$ cat src/mrc_pkg.sv
// package: constants and types for the reset sequencer
package mrc_pkg;
  // ==================================================
  // clock and timing
  localparam int unsigned CLK_HZ             = 20000000;
  localparam int unsigned LOW_SUPPLY_MIN_US  = 1000;
  localparam int unsigned LOW_SUPPLY_MIN_CYC = (CLK_HZ / 1000000) * LOW_SUPPLY_MIN_US + 1;
  localparam int unsigned RESET_DELAY_US     = 1000;
  localparam int unsigned RESET_DELAY_CYC    = (CLK_HZ / 1000000) * RESET_DELAY_US;
  localparam int unsigned CNT_W              = 16;
  // ==================================================
  // reset values
  localparam logic [12:0] PC_RESET    = 13'h0000;
  localparam logic [2:0]  SP_TOP      = 3'h0;
  localparam logic [7:0]  PORT_RESET  = 8'hFF;
  localparam logic [7:0]  DIR_RESET   = 8'hFF;
  // ==================================================
  // types
  typedef enum logic [1:0] {
    MRC_SRC_NONE,
    MRC_SRC_PIN,
    MRC_SRC_LOWSUP,
    MRC_SRC_WDOG
  } mrc_src_t;
  typedef enum {
    MRC_HOLD,
    MRC_DELAY,
    MRC_RUN
  } mrc_state_t;
endpackage : mrc_pkg

$ cat src/mrc_sync.sv
// two-flop synchroniser for asynchronous level inputs
`timescale 1ns/100ps
module mrc_sync (
  input  wire logic clk,
  input  wire logic resetn,
  input  wire logic rstVal,
  input  wire logic asyncIn,
  output logic      syncOut
);
  logic meta_q;
  logic meta_d;
  logic sync_d;

  always_comb begin
    meta_d = asyncIn;
    sync_d = meta_q;
  end

  // rstVal left unused: async reset takes constants only, so both flops clear low
  always_ff @(posedge clk or negedge resetn) begin
    if (!resetn) begin
      meta_q  <= 1'b0;
      syncOut <= 1'b0;
    end else begin
      meta_q  <= meta_d;
      syncOut <= sync_d;
    end
  end
endmodule : mrc_sync

$ cat src/mrc_lowsup_filter.sv
// low-supply glitch filter: fires only for lows lasting past the minimum time
`timescale 1ns/100ps
module mrc_lowsup_filter
  import mrc_pkg::*;
(
  input  wire logic clk,
  input  wire logic resetn,
  input  wire logic enable,
  input  wire logic lowSync,
  output logic      lowReset
);
  logic [CNT_W-1:0] cnt_q;
  logic [CNT_W-1:0] cnt_d;
  logic             lowReset_d;

  always_comb begin
    cnt_d      = cnt_q;
    lowReset_d = 1'b0;
    if (!enable || !lowSync) begin
      cnt_d = '0;
    end else if (cnt_q < CNT_W'(LOW_SUPPLY_MIN_CYC)) begin
      cnt_d = cnt_q + 1'b1;
    end else begin
      lowReset_d = 1'b1;
    end
  end

  always_ff @(posedge clk or negedge resetn) begin
    if (!resetn) begin
      cnt_q    <= '0;
      lowReset <= 1'b0;
    end else begin
      cnt_q    <= cnt_d;
      lowReset <= lowReset_d;
    end
  end
endmodule : mrc_lowsup_filter

$ cat src/mcu_reset_controller.sv
// top: merges reset sources, stretches them and drives core reset controls
`timescale 1ns/100ps
module mcu_reset_controller
  import mrc_pkg::*;
#(
  parameter int unsigned DELAY_CYC = RESET_DELAY_CYC
) (
  input  wire logic clk,
  input  wire logic resetn,
  input  wire logic ext_reset_n,
  input  wire logic lowSupplyDetect,
  input  wire logic lowSupplyEnable,
  input  wire logic watchdogExpired,
  input  wire logic poweredDown,
  input  wire logic powerdownSet,
  input  wire logic watchdogClear,
  output logic      coreRun,
  output logic      fullReset,
  output logic      pcStackReset,
  output logic      portReset,
  output logic      watchdog_timeout_flag,
  output logic      powerdown_flag,
  output logic      low_supply_reset,
  output logic      startup_timer_busy
);
  import mrc_pkg::*;

  // ==================================================
  // input conditioning
  logic extNSync;
  logic lowSync;
  logic wdSync;
  logic pdSync;
  logic lowRst;

  mrc_sync uExtSync (
    .clk     (clk),
    .resetn  (resetn),
    .rstVal  (1'b0),
    .asyncIn (ext_reset_n),
    .syncOut (extNSync)
  );
  mrc_sync uLowSync (
    .clk     (clk),
    .resetn  (resetn),
    .rstVal  (1'b0),
    .asyncIn (lowSupplyDetect),
    .syncOut (lowSync)
  );
  mrc_sync uWdSync (
    .clk     (clk),
    .resetn  (resetn),
    .rstVal  (1'b0),
    .asyncIn (watchdogExpired),
    .syncOut (wdSync)
  );
  mrc_sync uPdSync (
    .clk     (clk),
    .resetn  (resetn),
    .rstVal  (1'b0),
    .asyncIn (poweredDown),
    .syncOut (pdSync)
  );

  mrc_lowsup_filter uLowFilt (
    .clk      (clk),
    .resetn   (resetn),
    .enable   (lowSupplyEnable),
    .lowSync  (lowSync),
    .lowReset (lowRst)
  );

  // ==================================================
  // sequencer
  mrc_state_t       state_q;
  mrc_state_t       state_d;
  logic [CNT_W-1:0] cnt_q;
  logic [CNT_W-1:0] cnt_d;
  logic             full_q;
  logic             full_d;
  logic             pcOnly_q;
  logic             pcOnly_d;
  logic             por_q;
  logic             por_d;
  logic             toFlag_d;
  logic             pdFlag_d;
  logic             run_d;
  logic             fullRst_d;
  logic             pcRst_d;
  logic             portRst_d;
  logic             wdEvt;
  logic             anyFull;

  // watchdog event while powered down is the light reset
  always_comb begin
    wdEvt   = wdSync && (state_q == MRC_RUN);
    anyFull = !extNSync || lowRst || (wdEvt && !pdSync);
  end

  always_comb begin
    state_d   = state_q;
    cnt_d     = cnt_q;
    full_d    = full_q;
    pcOnly_d  = pcOnly_q;
    por_d     = por_q;
    toFlag_d  = watchdog_timeout_flag;
    pdFlag_d  = powerdown_flag;
    // clear first, sets after it: a set in the same cycle wins
    if (watchdogClear) begin
      toFlag_d = 1'b0;
      pdFlag_d = 1'b0;
    end
    if (powerdownSet) begin
      pdFlag_d = 1'b1;
    end
    if (wdEvt) begin
      toFlag_d = 1'b1;
      if (pdSync) begin
        pdFlag_d = 1'b1;
      end
    end
    // pin and low-supply sources leave flags alone
    unique case (state_q)
      MRC_HOLD: begin
        cnt_d = '0;
        if (extNSync && !lowRst) begin
          state_d = MRC_DELAY;
        end
      end
      MRC_DELAY: begin
        if (anyFull) begin
          // a full source during a light (power-down) delay upgrades it
          state_d  = MRC_HOLD;
          full_d   = 1'b1;
          pcOnly_d = 1'b0;
          cnt_d    = '0;
        end else if (cnt_q >= CNT_W'(DELAY_CYC - 1)) begin
          state_d = MRC_RUN;
        end else begin
          cnt_d = cnt_q + 1'b1;
        end
      end
      MRC_RUN: begin
        if (anyFull) begin
          state_d  = MRC_HOLD;
          full_d   = 1'b1;
          pcOnly_d = 1'b0;
        end else if (wdEvt) begin
          state_d  = MRC_DELAY;
          full_d   = 1'b0;
          pcOnly_d = 1'b1;
          cnt_d    = '0;
        end else begin
          full_d   = 1'b0;
          pcOnly_d = 1'b0;
          por_d    = 1'b0;
        end
      end
    endcase
    run_d     = (state_d == MRC_RUN);
    fullRst_d = (state_d != MRC_RUN) && full_d;
    pcRst_d   = (state_d != MRC_RUN);
    // ports preset only at power-on; running resets keep them
    portRst_d = (state_d != MRC_RUN) && por_d;
  end

  // power-on: flags cleared, full reset, ports preset
  always_ff @(posedge clk or negedge resetn) begin
    if (!resetn) begin
      state_q               <= MRC_HOLD;
      cnt_q                 <= '0;
      full_q                <= 1'b1;
      pcOnly_q              <= 1'b0;
      por_q                 <= 1'b1;
      watchdog_timeout_flag <= 1'b0;
      powerdown_flag        <= 1'b0;
      coreRun               <= 1'b0;
      fullReset             <= 1'b1;
      pcStackReset          <= 1'b1;
      portReset             <= 1'b1;
      low_supply_reset      <= 1'b0;
      startup_timer_busy    <= 1'b0;
    end else begin
      state_q               <= state_d;
      cnt_q                 <= cnt_d;
      full_q                <= full_d;
      pcOnly_q              <= pcOnly_d;
      por_q                 <= por_d;
      watchdog_timeout_flag <= toFlag_d;
      powerdown_flag        <= pdFlag_d;
      coreRun               <= run_d;
      fullReset             <= fullRst_d;
      pcStackReset          <= pcRst_d;
      portReset             <= portRst_d;
      low_supply_reset      <= lowRst;
      startup_timer_busy    <= (state_d == MRC_DELAY);
    end
  end
endmodule : mcu_reset_controller

$ cat config.mk
export PLATFORM = sky130hd
export DESIGN_NAME = mcu_reset_controller
export DESIGN_NICKNAME = d
export VERILOG_FILES = /design/src/mrc_pkg.sv /design/src/mrc_sync.sv /design/src/mrc_lowsup_filter.sv /design/src/mcu_reset_controller.sv
export SDC_FILE = /design/constraint.sdc
export NUM_CORES = 1
export LEC_CHECK = 0
export BUFFER_PORTS_ARGS = -buffer_cell sky130_fd_sc_hd__buf_2
export CORE_MARGIN = 2
export CORE_UTILIZATION = 36
export CTS_BUF_LIST = sky130_fd_sc_hd__clkbuf_4 sky130_fd_sc_hd__clkbuf_8
export DETAILED_ROUTE_END_ITERATION = 8
export GPL_TIMING_DRIVEN = 1
export HOLD_SLACK_MARGIN = 0.06
export PLACE_DENSITY = 0.54
export SKIP_LAST_GASP = 1
export SLEW_MARGIN = 20
export SYNTH_ARGS = -nofsm -noshare
export SYNTH_HDL_FRONTEND = slang
export SYNTH_HIERARCHICAL = 1
export SYNTH_SLANG_ARGS = --single-unit
export TNS_END_PERCENT = 10
$ cat constraint.sdc
create_clock -name clk -period 3.2 [get_ports clk]
set_input_delay 0 -clock clk [delete_from_list [all_inputs] [get_ports clk]]
set_output_delay 0 -clock clk [all_outputs]
set_load 0.005 [all_outputs]
Yosys cells after proc, flatten, opt, wreduce, memory -nomap -nowiden. Cells that the tools add are included.

Shifts and indexed selects: 0. Div/mod/pow operators: 0. Multiplexer cells: 27. Eq/ne operators: 9. Add/sub/neg operators: 2. Reduce and logical (&&, ||, !) cells: 17. Bitwise gates (word level): 0. Multiply operators: 0. Order comparisons: 2.

Operators with widths (number): $mux 32 (5); $mux 16 (6); $pmux 32 s3 (1); $eq 32x2->1 const B (2); $eq 32x3->1 const B (2); $pmux 16 s3 (1); $add 16x1->16 const B (2); $eq 32x1->1 const B (1); $logic_not 32->1 (1); $ne 32x3->1 const B (1); $ge 16x15->1 const B (1); $lt 16x15->1 const B (1); $mux 1 (13); $logic_and 1x1->1 (5); $logic_not 1->1 (5); $ne 2x2->1 const B (2); $reduce_bool 2->1 (2); $logic_or 1x1->1 (3); $ne 3x3->1 const B (1); $reduce_and 3->1 (1); $pmux 1 s2 (1).

Latch bits: 0. Output and inout bits: 8. Bits in read-only memories: 0. Flip-flop bits (word level): 83. Memories kept: 0. Logic and storage cells: 79. RAM bits: 0.

Depth between registers and ports, before layout.
Word-level depth: 8. Gate-level depth with buffers: 9. Mapped depth without buffers: 7.

By module. The synthesis kept the hierarchy.

By module, submodules not included: mcu_reset_controller (area an instance 2492.4 um^2, instances 1, cells each 232); mrc_lowsup_filter (area an instance 902.1 um^2, instances 1, cells each 97); mrc_sync (area an instance 50.0 um^2, instances 4, cells each 2).

Worst setup path before layout. Ideal clock, no wire load.

Path kind: flip-flop to flip-flop. Start point: register uLowFilt.cnt_q[0]. End point: register uLowFilt.cnt_q[7]. Setup slack: 0.944 ns. Clock period less this slack: 2.256 ns. Data required time: 3.122 ns. Stages on the path, launching flop included: 8. Arrival time: 2.178 ns. Path through: dfrtp_1 > inv_1 > ha_1 > or4b_1 > a2111oi_2 > o211ai_2 > or4_1 > a21oi_1.

Cells in the longest elaborated chain, start to end: 3. Elaborated cells on any way between the ends: 5. Those cells by class: add/sub (1); order compare (1); mux (2); reduce/logical (1).

RTL lines: start: declaration (RTL line mrc_lowsup_filter.sv:12) `logic [CNT_W-1:0] cnt_q;`; start signal: assignment (RTL line mrc_lowsup_filter.sv:33) `cnt_q <= cnt_d;`; $add 16x1->16 (RTL line mrc_lowsup_filter.sv:22) `cnt_d = cnt_q + 1'b1;`; $mux 16 (RTL line mrc_lowsup_filter.sv:21) `end else if (cnt_q < CNT_W'(LOW_SUPPLY_MIN_CYC)) begin`; $mux 16 (RTL line mrc_lowsup_filter.sv:19) `if (!enable || !lowSync) begin`.

Several ways; a longest one is shown, not always the timed one. The select of a mux whose other input is x is not followed. A chain may end at the register's enable or synchronous reset.

Worst setup path in the final report. Ends and elaborated chain as after synthesis.

==> metrics <==
status finished clean; # port buffers 16; synthesized instance count 336; CTS tree yes; First DRT Iteration DRCs 131; Final Util approximately two fifths; Residual DRC 0; Cell Area, Synth 0.00359 mm²; CP max FO 22; Hold Vio Cnt, Final 0; global-route wire length before repair 12.1 mm; clk buf depth 2; worst setup path category reg -> reg; fraction of layout cells with a size suffix above 1 12.4%; RD Place Congestion just over 0.8; post-detail-place hpwl 4.29 mm; fmax 0.371 GHz; max_cap viols 0; CP Data Required Time 3.46 ns; P&R area growth vs syn 13.7%; reg-to-reg startpoint uLowFilt/cnt_q[0]; Top Registers state_q (32), cnt_q (16), uLowFilt/cnt_q (16); R2R Setup Slk between 0.5 and 0.6 ns; Top reg by flops state_q; row cnt 36; synth warn 6; # nets final ~380; final worst-path cycle share a little over four fifths; number of global-route vias before repair 2,574; commonest non-fill, non-tap cell in the layout dfrtp_1; max reg flops 32; GRT overflow 0; Critical Path Sink Type flip-flop; antenna-violating nets left 0; FILL cells 978; Power Total 1.85 mW; DIE HEIGHT roughly 100 µm; Max VDD drop approximately 160 µV; crit path launch uLowFilt/cnt_q[0]; startpoint types flip-flop; HP Class in -> async; Ports 17; initial antenna violation count 0; endpoints failing setup 0; clock-pin slew on the worst setup and hold paths approximately 0.080 ns; syn_nets ~350; Worst Tran Pin Value around 0.75 ns; largest net degree at the start of global routing 84; routed length per instance 13.2 µm; critical path arrival 2.96 ns; drt total wl 6.63 mm; Ant. Diodes 0; Core ar. 0.00973 mm²; Clk Latency, worst-skew pair 0.35 ns; average size of a mapped cell 10.7 µm²; Fin Setup TNS 0 ns; Critical Path Sink uLowFilt/cnt_q[7]; Initial Util 36.9%; H-tree lvl count 3; CTS Sinks just over 80; relative max-transition margin 49.6%; Post-Route Skew 0.0132 ns; DIE AREA 0.0108 mm²; DR vias 2,558; post-CTS sizing 0; total CTS buffers 9; PwrDens 452 mW/mm²; Slew Limit Fails 0; hold_ws 0.267 ns; Vias/cell 5.09; Root Driver clkbuf_8; Leak Pwr 1.77 nW; GRT Resource Usage Total 13.5%; Worst R2R End uLowFilt/cnt_q[7]; die width 104 µm; most frequent cells in the layout dfrtp_1 (78), and2_1 (36), a21oi_1 (26); FF-to-FF path depth 7; Tmin final 2.69 ns; RSZ-0062 raised after global routing no; Pre-Repair DR Iteration Count 4
## what timing repair did
action | CTS | global route
hold buffers | 9 | 0
hold endpoints to repair | 85 | 0
setup buffers | 0 | 0
## final cells by class
class                           instances  area, µm²  area share, %
Clock inverter                          5       38.8          0.950
Multi-Input combinational cell        233       1420           34.9
Inverter                               11       41.3           1.01
Tap cell                              133        166           4.07
Clock buffer                           11        139           3.40
Sequential cell                        83       2080           51.0
Timing Repair Buffer                   27        191           4.69
## layer usage
layer	vias to the layer above	share of wire [%]	GRT usage (%)	wire length (µm)
li1	1274	-	-	-
met1	1247	51	18.9	3370
met5	-	0	0	0
met4	0	1.6	5.50	105
met3	12	2.6	3.82	172
met2	25	45	20.0	2980
## worst min path at each step
stage,cells after the start,endpoint
finish,2,coreRun
global route,2,uWdSync/meta_q
CTS,2,uPdSync/meta_q
detailed placement,1,uExtSync/meta_q
global placement,1,uLowSync/meta_q
floorplan,0,cnt_q[0]
## metrics by stage
step	area, µm²	std cells	setup WS [ns]
finish	4080	503	0.507
global route	4080	503	0.242
CTS	4080	503	0.508
detailed placement	3810	478	0.538
global placement	3810	478	0.590
floorplan	3590	336	0.944
## where the power goes
| group | switching [mW] | internal, mW |
|---|---|---|
| Clock | 0.379 | 0.304 |
| Combinational | 0.0592 | 0.0316 |
| Sequential | 0.0112 | 1.06 |
## critical path, cell delays in order (launching register included)
cell and delay [ns]:
dfrtp_1 0.43, inv_1 0.11, ha_1 0.14, or4b_1 0.45, a2111oi_2 0.40, o211ai_2 0.36
or4_1 0.58, a21oi_1 0.15
Note: power is estimated with default switching activity, not from simulation.
